<file path="config.mk">
export PLATFORM = sky130hd
export DESIGN_NAME = audio_input_select
export DESIGN_NICKNAME = d
export VERILOG_FILES = /design/src/pkg/input_select_pkg.sv /design/src/rtl/link_monitor.sv /design/src/rtl/audio_input_select.sv
export SDC_FILE = /design/constraint.sdc
export NUM_CORES = 1
export LEC_CHECK = 0
export BUFFER_PORTS_ARGS = -buffer_cell sky130_fd_sc_hd__buf_2
export CAP_MARGIN = 20
export CORE_MARGIN = 8
export CORE_UTILIZATION = 52
export CTS_BUF_LIST = sky130_fd_sc_hd__clkbuf_8 sky130_fd_sc_hd__clkbuf_16
export DETAILED_ROUTE_END_ITERATION = 10
export GPL_ROUTABILITY_DRIVEN = 0
export PLACE_DENSITY_LB_ADDON = 0.1
export SLEW_MARGIN = 20
export SYNTH_ARGS = -nofsm -noshare
export SYNTH_HDL_FRONTEND = slang
export SYNTH_SLANG_ARGS = --single-unit
</file>
<file path="constraint.sdc">
create_clock -name clk -period 4.05 [get_ports clk]
set_input_delay 1.0125 -clock clk [delete_from_list [all_inputs] [get_ports clk]]
set_output_delay 1.0125 -clock clk [all_outputs]
set_load 0.03 [all_outputs]
</file>
<file path="src/pkg/input_select_pkg.sv">
// Purpose: Shared constants for the audio input select and fallback block
// Assumes: 10 MHz system clock, Avalon-MM slave with 32-bit data
// Notes:   Byte offsets, field positions, reset values and timing counts
package input_select_pkg;

  // Register byte offsets
  localparam logic [3:0] ctrl_off       = 4'h0;
  localparam logic [3:0] status_off     = 4'h4;
  localparam logic [3:0] irq_status_off = 4'h8;
  localparam logic [3:0] irq_mask_off   = 4'hc;

  // Rate select codes
  typedef enum logic [1:0] {
    rate_32k_choice      = 2'h0,
    rate_48k_choice      = 2'h1,
    digital_input_choice = 2'h2
  } input_rate_select_t;

  // Lock loss policy codes
  localparam logic lock_loss_unlock = 1'b0;
  localparam logic revert_to_analog = 1'b1;

  // Control fields
  localparam int ctrl_rate_lsb   = 0;
  localparam int ctrl_policy_bit = 2;
  localparam int ctrl_inline_bit = 3;
  localparam int ctrl_atten_lsb  = 8;
  localparam int atten_w         = 6;

  // Reset values
  localparam logic [1:0] rate_sel_rst  = 2'h1;
  localparam logic       policy_rst    = 1'b1;
  localparam logic       inline_rst    = 1'b0;
  localparam logic [5:0] atten_rst     = 6'h00;

  // Status fields
  localparam int st_lock_bit    = 0;
  localparam int st_oolock_bit  = 1;
  localparam int st_digital_bit = 2;
  localparam int st_rate48_bit  = 3;
  localparam int st_mute_bit    = 4;
  localparam int st_flash_bit   = 5;
  localparam int st_seen_bit    = 6;

  // Interrupt events: lock lost, lock gained
  localparam int irq_w        = 2;
  localparam int irq_lost_bit = 0;
  localparam int irq_gain_bit = 1;

  // Rates in samples per second
  localparam int fs_32k_hz  = 32000;
  localparam int fs_48k_hz  = 48000;
  localparam int fs_mid_hz  = (fs_32k_hz + fs_48k_hz) / 2;
  localparam int clk_hz     = 10_000_000;

  // Link loss timeout: no link edge for this long means no signal
  localparam int lock_timeout_us = 100;
  localparam int lock_timeout_cyc = lock_timeout_us * (clk_hz / 1_000_000);
  // Frame period limit: a 40 kHz frame lasts 25 us; shorter frames are 48k
  localparam int mid_period_cyc = clk_hz / fs_mid_hz;
  localparam int frame_edges    = 64;

  // Display flash half period
  localparam int flash_ms  = 250;
  localparam int flash_cyc = flash_ms * (clk_hz / 1000);

  // Fixed rate strobe divisors, rounded down
  localparam int div_32k_cyc = clk_hz / fs_32k_hz;
  localparam int div_48k_cyc = clk_hz / fs_48k_hz;

  localparam int cnt_w   = 22;
  localparam int audio_w = 24;

endpackage

</file>
<file path="src/rtl/link_monitor.sv">
// Purpose: Watches the digital link clock, reports lock and frame rate
// Assumes: link_clk is already synchronised to clk
// Notes:   One frame strobe per frame_edges link clock rising edges
`timescale 1ns/1ps
module link_monitor (
  // Clock and reset
  input  wire logic clk,
  input  wire logic rst,
  // Synchronised link clock
  input  wire logic link_clk_s,
  // Results
  output logic      locked,
  output logic      frame_stb,
  output logic      rate48
);

  logic                                  prev_q;
  logic [input_select_pkg::cnt_w-1:0]    idle_q;
  logic [input_select_pkg::cnt_w-1:0]    per_q;
  logic [5:0]                            edge_q;
  logic                                  rise;

  assign rise = link_clk_s & ~prev_q;

  always_ff @(posedge clk) begin
    if (rst) begin
      prev_q <= 1'b0;
    end else begin
      prev_q <= link_clk_s;
    end
  end

  // Loss is a long silence on the link, not a single missed edge
  always_ff @(posedge clk) begin
    if (rst) begin
      idle_q <= '0;
      locked <= 1'b0;
    end else if (rise) begin
      idle_q <= '0;
      locked <= 1'b1;
    end else if (idle_q ==
                 input_select_pkg::cnt_w'(input_select_pkg::lock_timeout_cyc))
    begin
      locked <= 1'b0;
    end else begin
      idle_q <= idle_q + 1'b1;
    end
  end

  always_ff @(posedge clk) begin
    if (rst) begin
      edge_q    <= '0;
      per_q     <= '0;
      frame_stb <= 1'b0;
      rate48    <= 1'b0;
    end else begin
      frame_stb <= 1'b0;
      per_q     <= per_q + 1'b1;
      if (rise) begin
        edge_q <= edge_q + 1'b1;
        if (edge_q == 6'(input_select_pkg::frame_edges - 1)) begin
          frame_stb <= 1'b1;
          per_q     <= '0;
          rate48    <= (per_q <
                        input_select_pkg::cnt_w'(
                          input_select_pkg::mid_period_cyc));
        end
      end
    end
  end

endmodule

</file>
<file path="src/rtl/audio_input_select.sv">
// Purpose: Input source and sample rate selection with lock loss fallback
// Assumes: Avalon-MM slave, 10 MHz clk, link clock sampled as a pin
// Notes:   Outputs are registered; samples move on the sample strobe
//
// Notes on behaviour
// - Three input modes exist, analog 32000, analog 48000 or digital, set by the rate select.
// - Audio goes to the digital and analog outputs together in every mode.
// - The output rate always equals the rate of the selected input.
// - In digital mode the rate comes from the incoming digital stream.
// - Digital selected with no valid digital signal raises out of lock.
// - Out of lock while in line flashes the three digit display.
// - Out of lock with the analog policy switches processing to analog input.
// - Fallback samples at whichever fixed rate is nearer the last digital rate.
// - With no digital signal seen since power up, fallback uses 32000.
// - During fallback the digital output stays active at the analog rate.
// - Out of lock with the unlock policy mutes the audio outputs.
// - With the unlock policy the mute holds until lock is regained.
// - The rate select resets to analog at 48000.
// - The lock loss policy has two choices, revert to analog or mute.
// - Input attenuation is not applied to digital input audio.
`timescale 1ns/1ps
module audio_input_select (
  // Clock and reset
  input  wire logic        clk,
  input  wire logic        rst,
  // Avalon-MM slave
  input  wire logic [3:0]  address,
  input  wire logic        read,
  input  wire logic        write,
  input  wire logic [31:0] writedata,
  output logic      [31:0] readdata,
  output logic             waitrequest,
  output logic             irq,
  // Digital link
  input  wire logic        link_clk,
  input  wire logic [23:0] digital_in,
  // Analog converter
  input  wire logic [23:0] analog_in,
  // Outputs
  output logic      [23:0] digital_out,
  output logic      [23:0] analog_out,
  output logic             sample_stb,
  output logic             rate48_out,
  output logic             display_blank
);

  // Control registers
  logic [1:0]  rate_sel_q;
  logic        policy_q;
  logic        inline_q;
  logic [5:0]  atten_q;
  logic [1:0]  irq_status_q;
  logic [1:0]  irq_mask_q;
  logic        ack_q;

  // Link synchroniser and monitor
  logic        link_s1_q;
  logic        link_s2_q;
  logic        locked;
  logic        frame_stb;
  logic        link_rate48;
  logic        locked_prev_q;
  logic        seen_q;
  logic        last48_q;

  // Derived state
  logic        digital_sel;
  logic        oolock;
  logic        use_digital;
  logic        mute;
  logic        cur48;
  logic [input_select_pkg::cnt_w-1:0] div_q;
  logic        fixed_stb;
  logic        stb;
  logic [input_select_pkg::cnt_w-1:0] flash_q;
  logic        flash_phase_q;
  logic [23:0] atten_sample;
  logic [23:0] sample_d;
  logic        lost_ev;
  logic        gain_ev;
  logic [31:0] rd_d;

  assign digital_sel = (rate_sel_q ==
                        input_select_pkg::digital_input_choice);
  assign oolock      = digital_sel & ~locked;
  assign use_digital = digital_sel & locked;
  assign mute        = oolock &
                       (policy_q == input_select_pkg::lock_loss_unlock);
  assign cur48 = use_digital ? link_rate48 :
                 digital_sel ? (seen_q & last48_q) :
                 (rate_sel_q == input_select_pkg::rate_48k_choice);
  assign lost_ev = locked_prev_q & ~locked & digital_sel;
  assign gain_ev = ~locked_prev_q & locked & digital_sel;

  // Synchroniser: only the second stage is read
  always_ff @(posedge clk) begin
    if (rst) begin
      link_s1_q <= 1'b0;
      link_s2_q <= 1'b0;
    end else begin
      link_s1_q <= link_clk;
      link_s2_q <= link_s1_q;
    end
  end

  link_monitor u_mon (
    .clk        (clk),
    .rst        (rst),
    .link_clk_s (link_s2_q),
    .locked     (locked),
    .frame_stb  (frame_stb),
    .rate48     (link_rate48)
  );

  // Last received rate persists while the link is gone
  always_ff @(posedge clk) begin
    if (rst) begin
      seen_q        <= 1'b0;
      last48_q      <= 1'b0;
      locked_prev_q <= 1'b0;
    end else begin
      locked_prev_q <= locked;
      if (frame_stb) begin
        seen_q   <= 1'b1;
        last48_q <= link_rate48;
      end
    end
  end

  // Fixed rate strobe for analog and fallback modes
  always_ff @(posedge clk) begin
    if (rst) begin
      div_q <= '0;
    end else if (fixed_stb) begin
      div_q <= '0;
    end else begin
      div_q <= div_q + 1'b1;
    end
  end

  // At or above the limit, so a switch to the shorter period never wraps
  assign fixed_stb = cur48 ?
    (div_q >= input_select_pkg::cnt_w'(input_select_pkg::div_48k_cyc - 1)) :
    (div_q >= input_select_pkg::cnt_w'(input_select_pkg::div_32k_cyc - 1));
  assign stb = use_digital ? frame_stb : fixed_stb;

  // Analog attenuation only; digital audio passes untouched
  assign atten_sample = 24'($signed(analog_in) >>> atten_q[4:0]);
  always_comb begin
    if (mute) begin
      sample_d = '0;
    end else if (use_digital) begin
      sample_d = digital_in;
    end else begin
      sample_d = atten_sample;
    end
  end

  // Both outputs carry the same sample at the same rate
  always_ff @(posedge clk) begin
    if (rst) begin
      digital_out <= '0;
      analog_out  <= '0;
      sample_stb  <= 1'b0;
      rate48_out  <= 1'b0;
    end else begin
      sample_stb <= stb;
      rate48_out <= cur48;
      if (stb) begin
        digital_out <= sample_d;
        analog_out  <= sample_d;
      end
    end
  end

  // Display flash
  always_ff @(posedge clk) begin
    if (rst) begin
      flash_q       <= '0;
      flash_phase_q <= 1'b0;
      display_blank <= 1'b0;
    end else begin
      if (flash_q ==
          input_select_pkg::cnt_w'(input_select_pkg::flash_cyc - 1)) begin
        flash_q       <= '0;
        flash_phase_q <= ~flash_phase_q;
      end else begin
        flash_q <= flash_q + 1'b1;
      end
      display_blank <= oolock & inline_q & flash_phase_q;
    end
  end

  // Control register writes
  always_ff @(posedge clk) begin
    if (rst) begin
      rate_sel_q <= input_select_pkg::rate_sel_rst;
      policy_q   <= input_select_pkg::policy_rst;
      inline_q   <= input_select_pkg::inline_rst;
      atten_q    <= input_select_pkg::atten_rst;
      irq_mask_q <= '0;
    end else if (write && !waitrequest) begin
      case (address)
        input_select_pkg::ctrl_off: begin
          // Reserved code 3 is ignored, keeping only three modes
          if (writedata[1:0] != 2'h3) begin
            rate_sel_q <= writedata[1:0];
          end
          policy_q <= writedata[input_select_pkg::ctrl_policy_bit];
          inline_q <= writedata[input_select_pkg::ctrl_inline_bit];
          atten_q  <= writedata[input_select_pkg::ctrl_atten_lsb +:
                                input_select_pkg::atten_w];
        end
        input_select_pkg::irq_mask_off: begin
          irq_mask_q <= writedata[1:0];
        end
        default: begin
        end
      endcase
    end
  end

  // Sticky events: a new event wins over a clearing write
  always_ff @(posedge clk) begin
    if (rst) begin
      irq_status_q <= '0;
      irq           <= 1'b0;
    end else begin
      irq_status_q <= (irq_status_q &
        ~((write && !waitrequest &&
           address == input_select_pkg::irq_status_off) ?
          writedata[1:0] : 2'h0)) | {gain_ev, lost_ev};
      irq <= |(irq_status_q & irq_mask_q);
    end
  end

  always_comb begin
    rd_d = '0;
    case (address)
      input_select_pkg::ctrl_off: begin
        rd_d[1:0] = rate_sel_q;
        rd_d[input_select_pkg::ctrl_policy_bit] = policy_q;
        rd_d[input_select_pkg::ctrl_inline_bit] = inline_q;
        rd_d[input_select_pkg::ctrl_atten_lsb +:
             input_select_pkg::atten_w] = atten_q;
      end
      input_select_pkg::status_off: begin
        rd_d[input_select_pkg::st_lock_bit]    = locked;
        rd_d[input_select_pkg::st_oolock_bit]  = oolock;
        rd_d[input_select_pkg::st_digital_bit] = use_digital;
        rd_d[input_select_pkg::st_rate48_bit]  = cur48;
        rd_d[input_select_pkg::st_mute_bit]    = mute;
        rd_d[input_select_pkg::st_flash_bit]   = oolock & inline_q;
        rd_d[input_select_pkg::st_seen_bit]    = seen_q;
      end
      input_select_pkg::irq_status_off: rd_d[1:0] = irq_status_q;
      input_select_pkg::irq_mask_off:   rd_d[1:0] = irq_mask_q;
      default: rd_d = '0;
    endcase
  end

  // One wait cycle: request seen, then answered with waitrequest low
  always_ff @(posedge clk) begin
    if (rst) begin
      ack_q       <= 1'b0;
      waitrequest <= 1'b1;
      readdata    <= '0;
    end else begin
      if ((read || write) && !ack_q) begin
        ack_q       <= 1'b1;
        waitrequest <= 1'b0;
        // Writes leave the last read answer standing
        if (read) begin
          readdata <= rd_d;
        end
      end else begin
        ack_q       <= 1'b0;
        waitrequest <= 1'b1;
      end
    end
  end

endmodule

</file>
* Yosys cells after proc, flatten, opt, wreduce, memory -nomap -nowiden
Cells that the tools add are included.
Operators by class: add/subtract/negate cells 5, $mul 0, divide/modulo/power cells 0, $lt $le $gt $ge 3, equal/unequal tests 9, shift operators 1, multiplexer cells 18, bitwise gates (word level) 21, reduce and logical (&&, ||, !) cells 18
Operators with widths (count):
- $add A22 B1 Y22 const B | 4
- $mux W24 | 2
- $mux W22 | 2
- $sshr A24 B5 Y24 | 1
- $eq A22 B10 Y1 const B | 1
- $eq A22 B22 Y1 const B | 1
- $ge A22 B8 Y1 const B | 1
- $ge A22 B9 Y1 const B | 1
- $lt A22 B8 Y1 const B | 1
- $and A1 B1 Y1 | 11
- $reduce_or A2 Y1 | 5
- $mux W1 | 9
- $eq A4 B4 Y1 const B | 2
- $pmux W2 S4 | 1
- $reduce_and A2 Y1 | 4
- $add A6 B1 Y6 const B | 1
- $eq A6 B6 Y1 const B | 1
- $mux W6 | 1
- $not A1 Y1 | 6
- $and A2 B2 Y2 | 2
- $eq A4 B3 Y1 const B | 1
- $logic_not A4 Y1 | 1
- $pmux W2 S2 | 1
- $logic_and A1 B1 Y1 | 3
- other kinds (11) | 12
Storage, ports and cells: flip-flop bits (word level) 161, latch bits 0, bits in writable memories 0, memory bits (read-only) 0, output and inout bits 85, memories kept 0

* Depth between registers and ports, before layout
Gate-level depths: netlist of the first run.
depth after elaboration 7, gate-level depth with buffers 10, mapped depth without buffers 7

* Modules after synthesis
Synthesis of the first run repeated with hierarchy kept, for this count alone.
Unflattened totals: cells, all modules 919, area, all modules 8416.8 um^2
By module, submodules not included:
- audio_input_select | instances 1, cells an instance 649, area each 5978.2 um^2, seq. area each 2142.1 um^2
- link_monitor | instances 1, cells an instance 270, area each 2438.6 um^2, seq. area each 1081.0 um^2

* Worst setup path before layout of the first run
Ideal clock, no wire load.
path type input-to-reg, start point input analog_in[15], end point register analog_out[5], arrival time 2.260 ns, data required time 3.919 ns, path slack 1.659 ns, stages 6, buffers on the path 0, cells stage by stage mux4_1 > mux2_4 > a222oi_1 > nand2_1 > o211ai_2 > a21oi_2
Between the ends: longest elaborated chain between the ends 3
RTL lines:
- start: declaration | line audio_input_select.sv:38 | input wire logic [23:0] analog_in,
- $sshr A24 B5 Y24 | line audio_input_select.sv:148 | assign atten_sample = 24'($signed(analog_in) >>> atten_q[4:0]);
- $mux W24 | line audio_input_select.sv:152 | end else if (use_digital) begin
- $mux W24 | line audio_input_select.sv:150 | if (mute) begin
- end signal: assignment | line audio_input_select.sv:171 | analog_out <= sample_d;
- end: declaration | line audio_input_select.sv:41 | output logic [23:0] analog_out,
Every way passes these cells. A chain may end at the register's enable or synchronous reset.

* Worst setup path after layout of the first run
start point register atten_q[1], end point register analog_out[10]
Between the ends: longest elaborated chain between the ends 3
RTL lines:
- start: declaration | line audio_input_select.sv:51 | logic [5:0] atten_q;
- start signal: assignment | line audio_input_select.sv:200 | atten_q <= input_select_pkg::atten_rst;
- start signal: assignment | line audio_input_select.sv:211 | atten_q <= writedata[input_select_pkg::ctrl_atten_lsb +:
- $sshr A24 B5 Y24 | line audio_input_select.sv:148
- $mux W24 | line audio_input_select.sv:152
- $mux W24 | line audio_input_select.sv:150
Every way passes these cells.

==> summary by stage, run 1 <==
Floorplanning
The die covers 20100 µm². The area of the core is 15700 µm². The initial utilization of the core area, before any placement, comes to 0.525. In this run the horizontal extent of the chip is 142 µm. 174 I/O pins were placed. The floorplan has 46 rows. The die extent in y is 142 µm.

Synthesis
The most used flip-flop cell after synthesis is dfxtp_1. The sequential-to-total area share from yosys stat is 0.392. Synthesis inferred 161 register bits. The number of synthesized flops with an enable pin is 0. After technology mapping, the gate count stands at 909. After synthesis, the share of flip-flops with an asynchronous set or reset is 0. The mean post-synth cell area is 9.04 µm². Yosys mapped the design onto 73 distinct sky130hd cell types. The synthesized netlist occupies a cell area of 8210 µm². Yosys printed 0 warnings.

Setup path
The cell that appears most often on the critical path is a21oi_1. Of all nets on the critical path, the largest fanout is 43. On the critical path the largest part of the delay comes from flip-flops. The arrival time reported for the critical path endpoint is 3.03 ns.

In this run the worst setup path begins at atten_q[1]. The worst setup path is captured at a register. The slowest library cell on the worst path is dfxtp_2. The critical path class is reg2reg.

Data on the critical path is required at its endpoint by 4.34 ns. STA classifies the critical path startpoint as a register. Walking the worst path, the cells encountered are mux4_1 > mux2_2 > a21oi_1 > o21ai_0 > o211ai_1 > a21oi_1. The startpoint identified for the worst register-to-register timing path is atten_q[1]. The critical path runs through a total of 6 cells.

The depth of the worst register-to-register path is 6. The number of buffers and inverters on the critical path is 0. The largest single stage delay on the critical path is 1.03 ns.

Flow run
The tool flagged a number of max-cap violations equal to 0.

Timing
The setup clock skew after layout is 0.00763 ns. Derived from the worst setup path, the maximum achievable clock frequency is 366 MHz. The number of setup violations in the final report is 0. Setup repair after global routing left no endpoint under its margin.

For the finished layout, the period the worst path requires is 2.73 ns. The max-slew violation total from the final report is 0. The transition time at the pin with the least slew margin is 1.07 ns. The final-report hold violation count is 0. In the final timing run, aggregate negative setup slack is 0 ns. Headroom to the max-slew limit came out at 0.290. The post-route fraction of the period consumed by the critical path is 0.675.

Routing
The routed design has 19500 µm of wire. The count of nets left with antenna violations once routing finished came out at 0. The number of vias in the routed layout is 6683. In the routed design, unresolved DRC markers number 0.

The detail-routed net length per standard cell is 15.8 µm. In the routed layout, each cell is associated on average with a via count of 5.40. The iteration-0 DRC count of the detailed router is 468. For this run, the detailed router's first-pass iteration total came to 7.

GRT
The number of global-route vias before repair came to 6388. Entering global routing, the biggest net connects 44 pins. The global-route wire length before repair is 32000 µm.

The number of antenna violations at the first check in global routing was 0. The leftover overflow at the end of global routing is 0. The global router's overall resource usage is 0.195.

Hold path
In this run the most critical hold path is launched from div_q[0]. Along the worst hold path, the cell count comes to 1. The kind of path behind the tightest hold check is reg2reg.

Clock tree
The maximum number of buffers from clock root to sink is 2. After clock tree synthesis, the clock-pin slew on the worst setup and hold paths is 0.06 ns. The insertion delay of the later-clocked pin in the worst-skew pair is 0.42 ns. After clock tree synthesis, the setup repair step added 0 buffers.

The H-tree level count is 4. The clock tree from TritonCTS is yes. Counting every sink on the clock net gives 161. In this run, CTS created clock tree buffers numbering 17. The count of hold-fix buffers inserted at cts is 0. The clock tree root buffer cell is clkbuf_16. Once the clock tree was built, the resizer swapped 0 gates to a different size.

Placed design
Port buffering added 132 buffers. Summed over all nets, the half-perimeter wirelength after detailed placement is 14200 µm.

Power and ir drop
The power density over cell area is 390 nW/µm². The total leakage power is 0.00373 µW. The worst-case IR drop observed on VDD is 0.275 mV.

Run status
The flow ran to the end, and the final reports show no timing, DRC or antenna violations.

Cells and area
The number of filler cells placed in the layout is 1402. Of the cells placed in the final design, the portion with a size suffix greater than 1 is 0.205. The core occupancy in the finished layout is 0.599. The layout overhead on the synthesized area is 14.1%. In the final layout, the multi-input gates occupy 4470 µm².

The library cells used most frequently in the layout, excluding fill and tap cells, are dfxtp_1, nor2_1, buf_2. Leaving out fill and tap cells, the most frequent cell in the layout is dfxtp_1. The number of antenna diodes in the final layout is 0. The sequential cells in the finished layout cover a total of 3230 µm². The net count of the finished layout is 1103.
[power by group]
| part | switching (µW) | internal, µW |
|---|---|---|
| combinational | 213 | 112 |
| sequential | 27.6 | 1620 |
| clock | 668 | 1010 |
[synth_stat cells (4+ instances only)]
cell,instances,area (µm²)
dfxtp_1,161,3220
mux4_2,11,248
o21ai_0,21,105
mux4_1,10,263
nor4_1,12,75.1
or2_2,4,25.0
o211ai_1,17,128
nand3b_1,5,37.5
nand4_1,19,119
and4_1,6,52.6
or3_1,7,43.8
o22ai_1,4,25.0
nor2b_1,7,43.8
nand2_1,63,236
mux2_2,9,101
a21oi_1,34,170
mux2i_1,36,360
nor4b_1,4,35.0
xnor2_1,26,228
inv_1,15,56.3
a211o_1,4,35.0
buf_2,11,55.1
ha_1,6,75.1
clkbuf_1,26,97.6
nor2_1,150,563
buf_4,47,353
o21a_1,4,30.0
and3_1,13,81.3
nand2b_1,6,37.5
a22oi_1,18,135
xor2_1,44,385
nand3_1,28,140
nor3_1,23,115
a211oi_1,4,30.0
[layout make-up]
class                           instances  area share
Sequential cell                       161       0.344
Multi-Input combinational cell        673       0.477
Clock buffer                           19      0.0483
Tap cell                              216      0.0288
Timing Repair Buffer                  140      0.0769
Inverter                               15     0.00601
Clock inverter                         13      0.0188
[cell families (layout without fill, tap and decap cells)]
group,count (synthesis),in the layout,share of synthesized area
AO/OA/AOI/OAI,135,135,0.113
other,1,32,0.000457
AND/OR/NAND/NOR,363,363,0.212
multiplexers,67,67,0.120
flip-flops,161,161,0.392
XOR/XNOR,70,70,0.0746
adder cells (fa/ha/maj),6,6,0.00914
buffers and inverters,106,187,0.0774
[final timing paths]
check / to / slack (ns)
setup reg to reg: analog_out[10] / 1.32
hold / removal: div_q[0] / 0.45
hold reg to reg: div_q[0] / 0.45
setup / recovery: analog_out[10] / 1.32
[worst reg2reg max path: cells and delay by family (launching register included)]
kind	cells	cell delay [ns]
AO/OA/AOI/OAI	4	0.55
flip-flops	1	1.03
multiplexers	2	1.03
[state kept, by name, indices dropped and copies added, names as in the netlist, 2 cells and up]
| name | cells |
|---|---|
| rate_sel_q | 2 |
| u_mon.idle_q | 22 |
| div_q | 22 |
| flash_q | 22 |
| analog_out | 24 |
| u_mon.edge_q | 6 |
| irq_mask_q | 2 |
| readdata | 13 |
| atten_q | 6 |
| u_mon.per_q | 22 |
| irq_status_q | 2 |
[per-layer routing]
layer / global-route usage / up-vias / share of wire
met5: 0 / - / 0
met4: 0.0780 / 0 / 0.025
met1: 0.248 / 3059 / 0.44
met2: 0.311 / 234 / 0.45
li1: - / 3355 / -
met3: 0.0484 / 35 / 0.079
[metrics by stage]
| stage | area [µm²] | worst slack [ns] | cells | hold WS (ns) | total power, µW |
|---|---|---|---|---|---|
| final | 9370 | 1.32 | 1237 | 0.448 | 3650 |
| after global routing | 9370 | 1.19 | 1237 | 0.464 | 3790 |
| after CTS | 9370 | 1.35 | 1237 | 0.451 | 3690 |
| after detailed placement | 8740 | 1.09 | 1205 | 0.435 | 2010 |
| after global placement | 8740 | 1.19 | 1205 | 0.425 | 2000 |
| after floorplan | 8330 | 1.66 | 940 | 0.413 | 1920 |
No activity file was read; power rests on OpenSTA's default activity.
==> run 2: changes to the inputs <==
==> constraint.sdc (replaced) <==
create_clock -name clk -period 2.65 [get_ports clk]
set_input_delay 0.6625 -clock clk [delete_from_list [all_inputs] [get_ports clk]]
set_output_delay 0.6625 -clock clk [all_outputs]
set_load 0.03 [all_outputs]
==> run 2 against run 1 <==
Register-to-register slack lost 0.93 ns. Clock-buffer cell count is 1 lower. Die area unchanged. Sequential cell count unchanged. Setup slack worse by 0.93 ns. First-iteration DRC count rose by 12%. Utilization increased by 0.98 points. Final cell count grew 1.5%. Clock power up 56%. Total power rose by 54%. Global-route usage rose by 0.65 points. Critical path type unchanged. Critical endpoint is now analog_out[2]. Largest power group unchanged. Highest routed layer unchanged.
==> summary by stage, run 2 (synthesis results as in run 1) <==
Clock tree
At the later pin of the worst-skew pair, clock insertion delay measures 0.42 ns. The count of hold-fix buffers inserted at cts is 0. The maximum number of buffers from clock root to sink is 2.

Post-CTS repair changed the size of 0 cells. The number of sinks driven by the clock tree is 161. Clock tree synthesis inserted a total of 17 buffers.

The clock tree from TritonCTS is yes. The H-tree was split into 4 levels. Clock-pin slew was measured on the worst setup and hold paths at 0.07 ns. The clock tree root buffer cell is clkbuf_16. Post-CTS timing repair inserted 0 buffers for setup.

Timing
The clock period could shrink to 2.26 ns. The post-route fraction of the period consumed by the critical path is 0.853. The final-report hold violation count is 0. The final sum of negative setup slack is 0 ns. Setup repair after global routing left no endpoint under its margin.

The number of setup violations in the final report is 0. The transition time at the pin with the least slew margin is 0.729 ns. The max-slew violation total from the final report is 0. The smallest setup slack after layout is 0.389 ns. The relative slew slack is 0.509. Final hold analysis gives a worst-case slack of 0.438 ns.

The maximum clock rate is 442 MHz. Across the routed clock network, the largest skew measured is 0.00812 ns.

Cells and area
Relative to the synthesized area, the layout overhead comes to 16.0%. After routing the design area is 9530 µm². In the layout the commonest cells are dfxtp_1, nor2_1, buf_2.

Ranked by flip-flop count, first place goes to analog_out. The number of cells in the finished layout apart from fillers is 1255. Leaving out fill and tap cells, the most frequent cell in the layout is dfxtp_1. The net count of the finished layout is 1121. The flip-flop count of the largest register, all copies and words added is 24. Of the cells placed in the final design, the portion with a size suffix greater than 1 is 0.218. The repair_antennas step left the layout with diodes totalling 0.

Routing
Dividing the detail-routed wire length by the instance count gives 15.8 µm. The number of vias in the routed layout is 6782. The iteration-0 DRC count of the detailed router is 522. The detail route stage leaves a number of antenna-violating nets equal to 0. Before antenna repair, the detailed router went through 5 iterations. Summed over all layers, the routed wires come to 19900 µm. In the routed layout, each cell is associated on average with a via count of 5.40. The DRC violation count after routing is 0.

Power and ir drop
The worst-case IR drop observed on VDD is 0.464 mV. Dividing total power by cell area gives a power density of 592 nW/µm². The total leakage power is 0.00386 µW.

Setup path
The worst flop-to-flop path endpoint is analog_out[2]. The arrival time reported for the critical path endpoint is 2.62 ns. The required time reported for the critical path endpoint is 3.01 ns. The launch point of the worst reg-to-reg path is atten_q[0]. The number of cells on the worst reg-to-reg path is 7. By startpoint and endpoint, the worst setup path is classified as reg2reg. In this run the worst path has a maximum fanout of 21.

The worst setup path is launched from a register. The register-to-register setup slack is 0.39 ns. In this run the worst setup path begins at atten_q[0]. The endpoint class of the critical path is a register.

GRT
The global-route wire length before repair is 32800 µm. The number of antenna violations at the first check in global routing is 0. The global router's overall resource usage is 0.201. The number of global-route vias before repair is 6507. The leftover overflow at the end of global routing is 0. The pin count of the biggest net entering global routing is 52.

Floorplanning
In this run the vertical extent of the chip is 142 µm. During I/O placement, the number of pins put on the boundary was 174. The area of the core is 15700 µm². For this configuration, the core starts out at a cell density of 0.525.

The floorplan die area is 20100 µm². The die is 142 µm wide. The floorplan has 46 rows.

Hold path
Along the worst hold path, the cell count comes to 1. The worst hold path terminates at link_s2_q. The origin of the worst min-delay path is link_s1_q. The min-delay analysis places its worst path in the category reg2reg.

Placed design
At the placement stage, the worst setup path has a slack of 0.339 ns. The HPWL reported at the end of detailed placement is 14700 µm. Summing all placed instances gives a cell area of 8890 µm². After detailed placement, the design holds a cell count of 1223. The number of buffers inserted by port buffering is 132.

Flow run
The max-capacitance violation count is 0.

Run status
The flow ran to the end, and the final reports show no timing, DRC or antenna violations.
==> run 2: stage by stage <==
stage / utilization / power, µW
2_1_floorplan: - / 2940
3_3_place_gp: 0.568 / 3070
3_5_place_dp: 0.568 / 3070
4_1_cts: 0.609 / 5690
5_1_grt: 0.609 / 5840
6_report: 0.609 / 5640
==> run 2: final cells by class <==
cell class | count | area, µm²
Multi-Input combinational cell | 673 | 4470
Inverter | 15 | 56.3
Clock buffer | 18 | 439
Clock inverter | 14 | 195
Timing Repair Buffer | 158 | 868
Tap cell | 216 | 270
Fill cell | 1482 | 6130
Sequential cell | 161 | 3230
==> run 2: worst max path at each step <==
stage	slack, ns	cells past startpoint	end
global placement	0.34	7	analog_out[5]
global route	0.23	7	analog_out[2]
floorplan	0.61	6	analog_out[5]
detailed placement	0.34	7	analog_out[5]
finish	0.39	7	analog_out[2]
CTS	0.38	7	analog_out[10]
==> run 2: worst max-delay path, stage by stage, from the launching register on <==
cell	delay [ns]
dfxtp_2	0.66
buf_4	0.30
nor2_8	0.06
mux2i_1	0.13
a221o_1	0.42
o311ai_1	0.31
o211ai_1	0.14
a21oi_1	0.16
==> run 2: metal layers <==
metal	track usage	up-vias	wire length, µm
met3	0.0568	35	1430
met2	0.316	205	8920
met1	0.255	3146	9040
met5	0	-	0
li1	-	3396	-
met4	0.0854	0	477
==> run 2: report_power, final <==
| part | internal, µW | switching (µW) |
|---|---|---|
| sequential | 2470 | 41.8 |
| clock | 1540 | 1070 |
| combinational | 178 | 327 |
| total | 4200 | 1440 |
